File: config.mk
export PLATFORM = sky130hd
export DESIGN_NAME = timer0
export DESIGN_NICKNAME = d
export VERILOG_FILES = /design/src/logic/prescaler.v /design/src/logic/timer0.v
export VERILOG_INCLUDE_DIRS = /design/src /design/src/common
export SDC_FILE = /design/constraint.sdc
export NUM_CORES = 1
export LEC_CHECK = 0
export ABC_AREA = 1
export BUFFER_PORTS_ARGS = -buffer_cell sky130_fd_sc_hd__buf_2
export CORE_MARGIN = 2
export CORE_UTILIZATION = 50
export CTS_CLUSTER_SIZE = 12
export DETAILED_ROUTE_END_ITERATION = 10
export GPL_TIMING_DRIVEN = 0
export PLACE_DENSITY = 0.79
export SLEW_MARGIN = 20
export SYNTH_ARGS = -nofsm -noshare
export SYNTH_HDL_FRONTEND = slang
export SYNTH_SLANG_ARGS = --single-unit
export TNS_END_PERCENT = 20
File: constraint.sdc
create_clock -name clk -period 4.05 [get_ports clk]
set_input_delay 0.2025 -clock clk [delete_from_list [all_inputs] [get_ports clk]]
set_output_delay 0.2025 -clock clk [all_outputs]
set_load 0.005 [all_outputs]
File: src/common/timer0_defs.vh
// Register map, field positions, reset values and timing counts of the timer block
`ifndef TIMER0_DEFS_VH
`define TIMER0_DEFS_VH

// Register indices as printed; byte address is four times the index
`define IDX_TIMER_COUNT 8'h01
`define IDX_INTERRUPT_CONTROL 8'h0b
`define IDX_TIMER_CONFIGURATION 8'h81
`define IDX_CORE_CONTROL 8'h90
`define ADDR_TIMER_COUNT 12'h004
`define ADDR_INTERRUPT_CONTROL 12'h02c
`define ADDR_TIMER_CONFIGURATION 12'h204
`define ADDR_CORE_CONTROL 12'h240

// Configuration register fields
`define CFG_CLOCK_SOURCE_SELECT 5
`define CFG_SOURCE_EDGE_SELECT 4
`define CFG_PRESCALER_ASSIGNMENT 3
`define CFG_RATIO_HI 2
`define CFG_RATIO_LO 0
`define CFG_RESET 8'hff

// Interrupt control fields
`define ICR_GLOBAL_IRQ_ENABLE 7
`define ICR_OVERFLOW_IRQ_ENABLE 5
`define ICR_OVERFLOW_FLAG 2
`define ICR_RESET 8'h00

// Core control fields: sleep level, watchdog clear strobe
`define CORE_SLEEP 0
`define CORE_WATCHDOG_CLEAR 1

// Phase clocks: four clk cycles per instruction cycle
`define PHASES_PER_CYCLE 4
`define PHASE_Q2 2'h1
`define PHASE_Q4 2'h3
`define WRITE_HOLDOFF_CYCLES 2'h2
`define TIMER_COUNT_RESET 8'h00

`endif

File: src/logic/prescaler.v
// Shared 8-bit prescaler with ratio tap selection
`timescale 1ns/1ps
module prescaler #(
   parameter WIDTH = 8
) (
   input wire clk,
   input wire rstn,
   input wire clear,
   input wire tick,
   input wire [2:0] tap,
   output reg tap_out
);

   reg [WIDTH-1:0] count_r;

   ////////////////////////////////////////////////////////////////////////////
   // Counter advances on each source tick; clear has priority
   always @(posedge clk or negedge rstn) begin
      if (!rstn) begin
         count_r <= {WIDTH{1'b0}};
      end else if (clear) begin
         count_r <= {WIDTH{1'b0}};
      end else if (tick) begin
         count_r <= count_r + {{(WIDTH-1){1'b0}}, 1'b1};
      end
   end

   // Selected bit gives a symmetric divide by 2^(tap+1)
   always @* begin
      tap_out = count_r[tap];
   end

endmodule

File: src/logic/timer0.v
// Timer/counter with shared prescaler behind an AHB-Lite register slave
`timescale 1ns/1ps
`include "timer0_defs.vh"
module timer0 (
   input wire clk,
   input wire rstn,
   input wire hsel,
   input wire [31:0] haddr,
   input wire [1:0] htrans,
   input wire hwrite,
   input wire [2:0] hsize,
   input wire [31:0] hwdata,
   input wire hready,
   output wire hreadyout,
   output wire hresp,
   output reg [31:0] hrdata,
   input wire ext_count_pin,
   output wire overflow_irq,
   output wire watchdog_tick,
   output wire watchdog_clear,
   output wire sleep
);

   reg [7:0] timer_count_r;
   reg [7:0] timer_count_nxt;
   reg [7:0] interrupt_control_r;
   reg [7:0] timer_configuration_r;
   reg sleep_r;
   reg wdt_clear_r;
   reg [1:0] phase_r;
   reg [1:0] holdoff_r;
   reg pin_meta_r;
   reg pin_sync_r;
   reg samp_r;
   reg samp_prev_r;
   reg wr_pend_r;
   reg [11:0] wr_addr_r;
   reg [7:0] rd_sel;
   wire instr_tick;
   wire q_sample;
   wire src_level;
   wire src_edge;
   wire to_counter;
   wire presc_tick;
   wire presc_clear;
   wire presc_out;
   wire presc_out_src;
   wire [2:0] presc_tap;
   wire count_tick;
   wire count_write;
   wire addr_phase;

   ////////////////////////////////////////////////////////////////////////////
   // Register decode, used by the read mux only; writes compare the latched address
   function [1:0] reg_sel;
      input [11:0] a;
      begin
         case (a)
            `ADDR_TIMER_COUNT: reg_sel = 2'h0;
            `ADDR_INTERRUPT_CONTROL: reg_sel = 2'h1;
            `ADDR_TIMER_CONFIGURATION: reg_sel = 2'h2;
            `ADDR_CORE_CONTROL: reg_sel = 2'h3;
            default: reg_sel = 2'h0;
         endcase
      end
   endfunction

   function hit;
      input [11:0] a;
      begin
         hit = (a == `ADDR_TIMER_COUNT) || (a == `ADDR_INTERRUPT_CONTROL) ||
            (a == `ADDR_TIMER_CONFIGURATION) || (a == `ADDR_CORE_CONTROL);
      end
   endfunction

   // Data-phase write strobe for one register; shared by every write path
   function wr_hit;
      input [11:0] a;
      begin
         wr_hit = wr_pend_r && (wr_addr_r == a);
      end
   endfunction

   ////////////////////////////////////////////////////////////////////////////
   // Bus slave: zero wait state, always OKAY
   assign hreadyout = 1'b1;
   assign hresp = 1'b0;
   assign addr_phase = hsel && hready && htrans[1];

   // Capture write address phase; data lands one cycle later
   always @(posedge clk or negedge rstn) begin
      if (!rstn) begin
         wr_pend_r <= 1'b0;
         wr_addr_r <= 12'h000;
      end else begin
         wr_pend_r <= addr_phase && hwrite;
         wr_addr_r <= haddr[11:0];
      end
   end

   // Read mux; unmapped addresses and bits above bit 7 read zero
   always @* begin
      case (reg_sel(haddr[11:0]))
         2'h0: rd_sel = timer_count_r;
         2'h1: rd_sel = interrupt_control_r;
         2'h2: rd_sel = timer_configuration_r;
         default: rd_sel = {7'h00, sleep_r};
      endcase
      if (!hit(haddr[11:0])) begin
         rd_sel = 8'h00;
      end
   end

   // Read data registered at the address phase, valid in data phase
   always @(posedge clk or negedge rstn) begin
      if (!rstn) begin
         hrdata <= 32'h00000000;
      end else if (addr_phase && !hwrite) begin
         hrdata <= {24'h000000, rd_sel};
      end
   end

   // Write strobes land at the end of the data phase
   assign count_write = wr_hit(`ADDR_TIMER_COUNT);

   ////////////////////////////////////////////////////////////////////////////
   // Phase generator: four clk per instruction cycle, frozen in sleep
   always @(posedge clk or negedge rstn) begin
      if (!rstn) begin
         phase_r <= 2'h0;
      end else if (!sleep_r) begin
         phase_r <= phase_r + 2'h1;
      end
   end

   assign instr_tick = !sleep_r && (phase_r == `PHASE_Q4);
   assign q_sample = !sleep_r && ((phase_r == `PHASE_Q2) || (phase_r == `PHASE_Q4));

   ////////////////////////////////////////////////////////////////////////////
   // Pin synchroniser; pin must meet width limits to be seen
   always @(posedge clk or negedge rstn) begin
      if (!rstn) begin
         pin_meta_r <= 1'b0;
         pin_sync_r <= 1'b0;
      end else begin
         pin_meta_r <= ext_count_pin;
         pin_sync_r <= pin_meta_r;
      end
   end

   // Edge select: inverting the pin makes the falling edge count
   assign src_level = pin_sync_r ^ timer_configuration_r[`CFG_SOURCE_EDGE_SELECT];
   assign to_counter = !timer_configuration_r[`CFG_PRESCALER_ASSIGNMENT];

   ////////////////////////////////////////////////////////////////////////////
   // Prescaler source: external edges in counter mode while assigned to the counter, else instruction cycles
   // Starts high: no edge is seen until the source has been low once
   reg src_prev_r;
   always @(posedge clk or negedge rstn) begin
      if (!rstn) begin
         src_prev_r <= 1'b1;
      end else begin
         src_prev_r <= src_level;
      end
   end

   assign src_edge = src_level && !src_prev_r && !sleep_r;
   // Watchdog postscaler counts instruction cycles; the pin never reaches it
   assign presc_tick = to_counter ?
      (timer_configuration_r[`CFG_CLOCK_SOURCE_SELECT] ? src_edge : instr_tick) :
      instr_tick;
   assign presc_clear = (to_counter && count_write) ||
      (!to_counter && wdt_clear_r);
   // Both tap bit n (2^(n+1)); watchdog counts both edges of it (2^n)
   assign presc_tap = timer_configuration_r[`CFG_RATIO_HI:`CFG_RATIO_LO];

   prescaler #(
      .WIDTH(8)
   ) u_prescaler (
      .clk(clk),
      .rstn(rstn),
      .clear(presc_clear),
      .tick(presc_tick),
      .tap(presc_tap),
      .tap_out(presc_out)
   );

   ////////////////////////////////////////////////////////////////////////////
   // Prescaler output or raw source, resampled at Q2/Q4 only
   assign presc_out_src = to_counter ? presc_out :
      (timer_configuration_r[`CFG_CLOCK_SOURCE_SELECT] ? src_level : 1'b0);

   // Samples reset high: an idle pin seen inverted must not
   // look like a fresh edge when reset lifts
   always @(posedge clk or negedge rstn) begin
      if (!rstn) begin
         samp_r <= 1'b1;
         samp_prev_r <= 1'b1;
      end else if (q_sample) begin
         samp_r <= presc_out_src;
         samp_prev_r <= samp_r;
      end
   end

   // Count tick: sampled rising edge, or plain instruction cycle
   assign count_tick = (to_counter || timer_configuration_r[`CFG_CLOCK_SOURCE_SELECT]) ?
      (q_sample && samp_r && !samp_prev_r) :
      instr_tick;

   // Watchdog postscale: half of the counter tap gives 2^n
   reg wdt_prev_r;
   always @(posedge clk or negedge rstn) begin
      if (!rstn) begin
         wdt_prev_r <= 1'b0;
      end else begin
         wdt_prev_r <= presc_out;
      end
   end
   assign watchdog_tick = !to_counter && (presc_out != wdt_prev_r);
   assign watchdog_clear = wdt_clear_r;

   ////////////////////////////////////////////////////////////////////////////
   // Write holdoff: two instruction cycles after a count write
   // Counts down on instruction cycles only, so it also waits out sleep
   always @(posedge clk or negedge rstn) begin
      if (!rstn) begin
         holdoff_r <= 2'h0;
      end else if (count_write) begin
         holdoff_r <= `WRITE_HOLDOFF_CYCLES;
      end else if (instr_tick && holdoff_r != 2'h0) begin
         holdoff_r <= holdoff_r - 2'h1;
      end
   end

   // Count next value; write wins over increment
   always @* begin
      timer_count_nxt = timer_count_r;
      if (count_write) begin
         timer_count_nxt = hwdata[7:0];
      end else if (count_tick && holdoff_r == 2'h0 && !sleep_r) begin
         timer_count_nxt = timer_count_r + 8'h01;
      end
   end

   // Rollover uses the same qualifiers as the increment itself
   wire overflow_evt = !count_write && count_tick && holdoff_r == 2'h0 && !sleep_r &&
      timer_count_r == 8'hff;

   ////////////////////////////////////////////////////////////////////////////
   // Register writes; hardware flag set wins over software clear
   always @(posedge clk or negedge rstn) begin
      if (!rstn) begin
         timer_count_r <= `TIMER_COUNT_RESET;
         interrupt_control_r <= `ICR_RESET;
         timer_configuration_r <= `CFG_RESET;
         sleep_r <= 1'b0;
         wdt_clear_r <= 1'b0;
      end else begin
         timer_count_r <= timer_count_nxt;
         wdt_clear_r <= 1'b0;
         if (wr_hit(`ADDR_INTERRUPT_CONTROL)) begin
            interrupt_control_r <= hwdata[7:0];
         end
         if (overflow_evt) begin
            interrupt_control_r[`ICR_OVERFLOW_FLAG] <= 1'b1;
         end
         if (wr_hit(`ADDR_TIMER_CONFIGURATION)) begin
            timer_configuration_r <= hwdata[7:0];
         end
         if (wr_hit(`ADDR_CORE_CONTROL)) begin
            sleep_r <= hwdata[`CORE_SLEEP];
            wdt_clear_r <= hwdata[`CORE_WATCHDOG_CLEAR];
         end
      end
   end

   // Request gated by enable; no wake path in sleep
   assign overflow_irq = interrupt_control_r[`ICR_OVERFLOW_FLAG] &&
      interrupt_control_r[`ICR_OVERFLOW_IRQ_ENABLE] &&
      interrupt_control_r[`ICR_GLOBAL_IRQ_ENABLE] && !sleep_r;
   assign sleep = sleep_r;

endmodule

Word-level counts from Yosys, hierarchy flattened. Index checks and enable logic that the tools add are counted.

$add $sub $neg: 4. Order comparisons: 1. Eq/ne operators: 14. Multiplexer cells: 19. Bitwise logic cells: 1. Reduce and logical (&&, ||, !) cells: 46.

Operators with widths (number): 12-bit by 10-bit equality test with 1-bit output (second input constant) (4); 8-bit two-way mux (5); 1-bit logical AND (27); 12-bit by 3-bit equality test with 1-bit output (second input constant) (2); 12-bit by 6-bit equality test with 1-bit output (second input constant) (2); 8-bit case mux with 3 select lines (1); 8-bit by 1-bit adder with 8-bit output (second input constant) (2); 2-bit nonzero test (5); 8-bit equality test (second input constant) (1); 1-bit two-way mux (8); 1-bit logical NOT (6); 1-bit logical OR (6); 2-bit case mux with 3 select lines (1); 2-bit by 1-bit equality test with 1-bit output (second input constant) (2); 2-bit equality test (second input constant) (2); 2-bit logical NOT (2); 3-bit by 4-bit < comparator with 1-bit output (second input constant) (1); 2-bit two-way mux (2); 1-bit binary-select mux with 3-bit select (1); 3-bit two-way mux (1); 2-bit by 1-bit adder with 2-bit output (second input constant) (1); 2-bit by 1-bit subtractor with 2-bit output (second input constant) (1); 1-bit inequality test (1); 1-bit bitwise XOR (1).

Register bits: 65. Input bits: 75. Output and inout port bits: 38. Word-level logic and storage cells: 103.

Logic depth before layout (Yosys ltp). Gate-level depths: netlist of run 1.

Depth in word-level cells: 11. Mapped depth: 11. Depth with buffers taken out: 11.

Modules after synthesis. From an unflattened synthesis of run 1, not the netlist that was laid out.

Cell total of the unflattened synthesis: 456. Area total of the unflattened synthesis: 3687.3 µm².

Modules (own cells, without submodules): timer0 (instances 1, cells an instance 383, area each 3168.0 µm²); prescaler (instances 1, cells an instance 73, area each 519.2 µm²).

Least setup slack after synthesis of run 1. Ideal clock, no wire load.

Path kind: register to register. Start: register timer_configuration_r[4]. End: register u_prescaler.count_r[3]. Library setup time: 117 ps. Data arrival time: 1318 ps. Data required time: 3933 ps. Path slack: 2615 ps. Cell stages (with the launch flop): 9. Buffers on the path: 0. Clock period less this slack: 1435 ps. Path through: dfstp_2 -> xor2_2 -> nand2_2 -> o21ai_4 -> inv_4 -> nor2_2 -> nand2_1 -> nand2_1 -> nor2_1.

Word-level cells in the longest chain between the ends: 6.

RTL lines: from (decl) (line timer0.v:27) `reg [7:0] timer_configuration_r;`; from (signal assigned) (line timer0.v:255) `` timer_configuration_r <= `CFG_RESET; ``; from (signal assigned) (line timer0.v:268) `timer_configuration_r <= hwdata[7:0];`; 1-bit bitwise XOR (line timer0.v:152) `` assign src_level = pin_sync_r ^ timer_configuration_r[`CFG_SOURCE_EDGE_SELECT]; ``; net src_level (line timer0.v:41) `wire src_level;`; 1-bit logical AND (2 in series) (line timer0.v:167) `assign src_edge = src_level && !src_prev_r && !sleep_r;`; 1-bit two-way mux (line timer0.v:170) `` (timer_configuration_r[`CFG_CLOCK_SOURCE_SELECT] ? src_edge : instr_tick) : ``; 1-bit two-way mux (line timer0.v:169) `assign presc_tick = to_counter ?`; 2-bit nonzero test (no line); to (signal assigned) (line prescaler.v:20) `count_r <= {WIDTH{1'b0}};`; to (signal assigned) (line prescaler.v:22) `count_r <= {WIDTH{1'b0}};`; to (signal assigned) (line prescaler.v:24) `count_r <= count_r + {{(WIDTH-1){1'b0}}, 1'b1};`; to (decl) (line prescaler.v:14) `reg [WIDTH-1:0] count_r;`.

The timed path passes the listed nets, and every way through them passes these cells. A chain may end at the register's enable or synchronous reset.

Worst setup path in the final report of run 1.
Start: register timer_configuration_r[0]. End: output port watchdog_tick.

Word-level cells in the longest chain between the ends: 4.

RTL lines: 1-bit binary-select mux with 3-bit select (line prescaler.v:30) `tap_out = count_r[tap];`; 1-bit two-way mux (not written as such) (line prescaler.v:30); net presc_out (line timer0.v:46) `wire presc_out;`; 1-bit inequality test (line timer0.v:219) `assign watchdog_tick = !to_counter && (presc_out != wdt_prev_r);`; 1-bit logical AND (line timer0.v:219); to (decl) (line timer0.v:19) `output wire watchdog_tick,`.

The timed path passes the listed nets, and every way through them passes these cells. The select of a mux whose other input is x is not followed.

==> impl_metrics.ini, run 1 <==
[run_status]
status = complete, no violations

[worst_setup_path]
crit_arrival_ns = 1.78
path_buf_inv = 2
r2r_slack_ns = 2.34
crit_top_cell = nand2_1
cpLargestDelayFamily = flip-flops
critical_path.cell_chain = buf_2 -> a21oi_1 -> o21ai_0 -> nand2_1 -> o21a_1 -> nand2_1 -> nand2_1 -> nor2_1 -> buf_2
start_kind = flop
worstPathRequired_ns = 3.85
cp-end-kind = output pin
critPathMaxStageDelay_ns = 0.51
critical_path_class = flop to output pin
crit_fanout = 10
slowest_stage = dfstp_2

[clocking]
cts_buffer_depth = 2
numCtsBuffers = 9
root_buffer = clkbuf_8
h-tree-depth = 3
numClockSinks = 65
post_cts_buffers = 0
cts_tree = built
cts_hold_repair.buffers = 9
cts.repair.resized = 0
clkTransAtPathRegs_ns = 0.07
insertion_delay_ns = 0.34

[worst_hold_path]
holdCritPathClass = input port to flop

[final_layout]
mostFrequentLayoutCell = nand2_1
area_delta_synth_final_pct = 19.5
nets = 608
num_antenna_cells = 0
layout.cells.most_common_list = nand2_1 (104), nand3_1 (61), inv_1 (54), dfrtp_1 (54), buf_2 (43)
drive_gt1_frac = 0.231

[sta]
clock_skew_ns = 0.00635
timing_hold_violations_final = 0
tightest_slew_ns = 0.648
max-slew-margin-rel = 0.567
holdWs_ns = 0.0171
setup_tns_ns = 0
clock.fmax_mhz = 504
slew_viol_final = 0
setup_viol = 0
rsz0062_at_grt = false
period_needed_ns = 1.98
fin_crit_sh = 0.490

[global_route]
grt_overflow_total = 0
grt_pass1_wl_mm = 13.2
grt_max_degree = 58
grt_use_total = 0.221
antenna_found_initial = 0
grt_pass1_vias = 2962

[power]
power_leakage_nw = 2.31
ir_worst_vdd_v = 0.000173
powerDensity_nw_per_um2 = 291

[yosys]
ys_async_sr_fraction = 1.00
synth_largest_area_cell = dfrtp_1
synth_cell_type_count = 38
yosysTopAreaCellShare = 0.381
synthCells = 445
yosysSeqAreaShare = 0.462
ys.flop_type = dfrtp_1
syn_area_sq_um = 3550
synth-seq-cells = 65
yosys_warnings = 0
synth_edf_count = 0
syn_avg_cell_area_sq_um = 7.97
yosys-top-cells-area = dfrtp_1 (38%), nand2_1 (11%), nand3_1 (8.6%)

[place]
io_buffers = 38
gp_congestion = 0.895
hpwlAfterDp_mm = 5.74

[floorplanning]
io_pins = 113
coreArea_sq_um = 6830
rows = 30
die_area_sq_um = 7790
start_util = 0.519
die_x_um = 88.2
die_y_um = 88.2

[routing]
viasPerCell = 4.90
wl_per_cell_um = 12.2
drcViolationCount = 0
drtIter0Drc = 195
vias = 3079
antenna_left = 0
first_pass_iters = 5
drt-total-wl_mm = 7.71

[run]
drv_cap = 0
synthesized netlist by cell type (3+ instances only):
cell	number
a21oi_1	6
dfstp_2	11
buf_2	6
buf_4	26
dfrtp_1	54
nor2_1	33
inv_1	54
o21ai_1	7
nand3_2	3
nand2_1	104
nor3_1	7
xor2_1	5
nor2_2	6
nand3_1	61
nand3b_1	3
o21ai_0	22
nand2_2	3
ha_1	5
xnor2_1	3
layer usage:
layer  global-route usage  wire length [um]
met5                    0                 0
met4               0.0978               202
met3               0.0429               379
met2                0.369              3830
met1                0.279              3290
worst register-to-register path, cell delays in order, from the launching register on:
cell,delay (ns)
dfstp_2,0.51
buf_2,0.18
inv_1,0.11
o22ai_1,0.20
nand2_2,0.18
nor2_2,0.28
nand3_1,0.12
nand2_1,0.07
stage by stage:
| stage | util | total power (W) | instances | setup WS [ns] | cell area, sq um |
|---|---|---|---|---|---|
| 2_1_floorplan | - | 0.000717 | 469 | 2.62 | 3640 |
| 3_3_place_gp | 0.578 | 0.000752 | 603 | 2.37 | 3950 |
| 3_5_place_dp | 0.582 | 0.000758 | 604 | 2.36 | 3980 |
| 4_1_cts | 0.621 | 0.00124 | 629 | 2.05 | 4240 |
| 5_1_grt | 0.621 | 0.00129 | 629 | 1.90 | 4240 |
| 6_report | 0.621 | 0.00123 | 629 | 2.07 | 4240 |
flip-flops by register name, indices dropped and copies added (netlist names):
name	cells
phase_r	2
wr_pend_r	1
holdoff_r	2
hrdata	8
pin_sync_r	1
pin_meta_r	1
wdt_prev_r	1
sleep	1
timer_count_r	8
samp_r	1
watchdog_clear	1
wr_addr_r	12
src_prev_r	1
timer_configuration_r	8
interrupt_control_r	8
u_prescaler.count_r	8
samp_prev_r	1
where the power goes:
| part | internal (W) | switching (W) | leakage, nW | total [W] |
|---|---|---|---|---|
| Combinational | 0.0000414 | 0.0000493 | 1.48 | 0.0000908 |
| Sequential | 0.000658 | 0.00000407 | 0.748 | 0.000662 |
| Clock | 0.000220 | 0.000261 | 0.0850 | 0.000481 |
| Total | 0.000920 | 0.000314 | 2.31 | 0.00123 |
cells by family (layout without fill, tap and decap cells):
kind of cell,Yosys count,count (layout),synth area share
compound gates,42,42,0.0670
xor+xnor,9,9,0.0243
fa+ha+maj,5,5,0.0176
buf+inv,89,153,0.124
flops,65,65,0.462
mux,1,1,0.00317
other cells,2,26,0.00212
simple gates,232,232,0.299
worst paths after layout:
path / depth (start not counted) / to / startpoint
worst max register to register: 7 / interrupt_control_r[2] / timer_configuration_r[3]
worst max-delay path: 9 / watchdog_tick / timer_configuration_r[0]
min in group asynchronous: 2 / wdt_prev_r / rstn
worst min register to register: 0 / pin_sync_r / pin_meta_r
worst min-delay path: 1 / wr_addr_r[6] / haddr[6]
max in group asynchronous: 3 / timer_configuration_r[2] / rstn
cell type report:
class                           count  area (sq um)
Fill cell                         617          2590
Sequential cell                    65          1640
Multi-Input combinational cell    315          1560
Timing Repair Buffer               48           310
Buffer                             32           225
Inverter                           57           216
Clock buffer                        9           124
Tap cell                           96           120
Clock inverter                      7          47.5
Note: power is estimated with default switching activity, not from simulation.
==> run 2, diff against run 1 <==
clock period = 1.9 ns   (was 4.05 ns; I/O delays follow)
==> impl_metrics.ini, run 2 (synthesis results as in run 1) <==
[run_status]
status = complete, no violations

[power]
power_leakage_nw = 2.37
ir_worst_vdd_v = 0.000406
pwr-share-clk = 0.386
p_int_w = 0.00198
powerDensity_nw_per_um2 = 606
p_sw_w = 0.000677
combPwrFrac = 0.082
total_power_w = 0.00265
switching_share = 0.255
pwr-share-seq = 0.532

[floorplanning]
coreArea_sq_um = 6830
die_area_sq_um = 7790
io_pins = 113
die_x_um = 88.2
die_y_um = 88.2
rows = 30
start_util = 0.519

[final_layout]
regMostFlops = wr_addr_r
largest_reg_flops = 12
register_area_sq_um = 1640
drive_gt1_frac = 0.226
layout.cells.most_common_list = nand2_1 (104), nand3_1 (61), inv_1 (54), dfrtp_1 (54), buf_2 (42)
fillCellCount = 585
mostFrequentLayoutCell = nand2_1
area_delta_synth_final_pct = 23.4
nets = 620
multi_input_area_sq_um = 1570

[worst_setup_path]
r2r_cells = 8
crit_arrival_ns = 1.67
worstPathRequired_ns = 1.80
critical_path_class = flop to output pin
start_kind = flop
crit_fanout = 9
cp-end-kind = output pin

[clocking]
h-tree-depth = 3
clkTransAtPathRegs_ns = 0.07
cts_buffer_depth = 2
numCtsBuffers = 9
root_buffer = clkbuf_8
numClockSinks = 65
cts_tree = built
insertion_delay_ns = 0.34

[routing]
drtIter0Drc = 187
vias = 3182
first_pass_iters = 5
drcViolationCount = 0
antenna_left = 0
drt-total-wl_mm = 8.12
wl_per_cell_um = 12.6
viasPerCell = 4.96

[global_route]
grt_pass1_wl_mm = 13.6
grt_max_degree = 58
antenna_found_initial = 1
grt_pass1_vias = 3042
grt_use_total = 0.228
grt_overflow_total = 0

[sta]
period_needed_ns = 1.77
setup_viol = 0
clock.fmax_mhz = 565
clock_skew_ns = 0.00658
rsz0062_at_grt = true
fin_crit_sh = 0.931
setup_slack_ns = 0.130
slew_viol_final = 0
timing_hold_violations_final = 0
tightest_slew_ns = 0.652
max-slew-margin-rel = 0.564

[place]
dp_slack_ns = 0.212
io_buffers = 38
hpwlAfterDp_mm = 5.74
gp_congestion = 0.895

[worst_hold_path]
holdCritPathClass = input port to flop
holdPathStages = 3

[run]
drv_cap = 0
## run 2: changes by cell type in the layout (fill, tap and decap cells not counted)
cell / before / now
buf_2: 43 / 42
buf_4: 27 / 28
diode_2: 0 / 1
dlygate4sd3_1: 9 / 21
nor2_2: 6 / 3
nor2_4: 1 / 4
## run 2: power by group through the flow
stage          clock network (W)  registers [W]  logic [W]
2_1_floorplan                  0        0.00144  0.0000927
3_3_place_gp                   0        0.00144   0.000167
3_5_place_dp                   0        0.00144   0.000178
4_1_cts                  0.00105        0.00141   0.000211
5_1_grt                  0.00112        0.00141   0.000243
6_report                 0.00102        0.00141   0.000217
## run 2: worst max-delay path: stages, from the launching register on
cell	delay [ns]
dfstp_2	0.61
a21oi_1	0.08
o21ai_0	0.07
nand2_1	0.07
o21a_1	0.21
nand2_1	0.07
nand2_1	0.04
nor2_1	0.07
buf_2	0.11
## run 2: repair_timing
action / CTS / global route
buffers inserted: 0 / 1
resized for setup: 0 / 3
hold buffers: 21 / 0
endpoints found under the hold margin: 75 / 0
endpoints found under the setup margin: 0 / 13
## run 2: area by class of cell
cell class                      instances  area share
Antenna cell                            1    0.000571
Timing Repair Buffer                   61       0.100
Multi-Input combinational cell        315       0.359
Inverter                               57      0.0494
Tap cell                               96      0.0274
Clock inverter                          7      0.0109
Buffer                                 31      0.0503
Clock buffer                            9      0.0283
Sequential cell                        65       0.374
## run 2: stage by stage
step / instances / instance area [sq um] / TNS, ns / hold WS, ns / util
after global placement: 603 / 3950 / 0 / 0.204 / 0.578
after floorplan: 469 / 3640 / 0 / -0.201 / -
after global routing: 642 / 4380 / -0.0302 / 0.0293 / 0.641
final: 642 / 4380 / 0 / 0.0165 / 0.641
after detailed placement: 604 / 3980 / 0 / -0.0545 / 0.582
after CTS: 641 / 4360 / 0 / 0.0118 / 0.638
## run 2: per-layer routing
metal | track usage | vias up | part of all wire
li1 | - | 1555 | -
met1 | 0.278 | 1467 | 0.40
met2 | 0.379 | 132 | 0.50
met3 | 0.0457 | 28 | 0.068
met4 | 0.127 | 0 | 0.041
met5 | 0 | - | 0
## run 2: final timing paths
kind / startpoint / end / slack, ns
worst min-delay path: hwdata[5] / timer_count_r[5] / 0.02
max in group asynchronous: rstn / timer_configuration_r[2] / 1.22
min in group asynchronous: rstn / wdt_prev_r / 0.12
worst max-delay path: timer_configuration_r[0] / watchdog_tick / 0.13
worst min register to register: pin_meta_r / pin_sync_r / 0.35
worst max register to register: timer_configuration_r[4] / u_prescaler.count_r[3] / 0.22
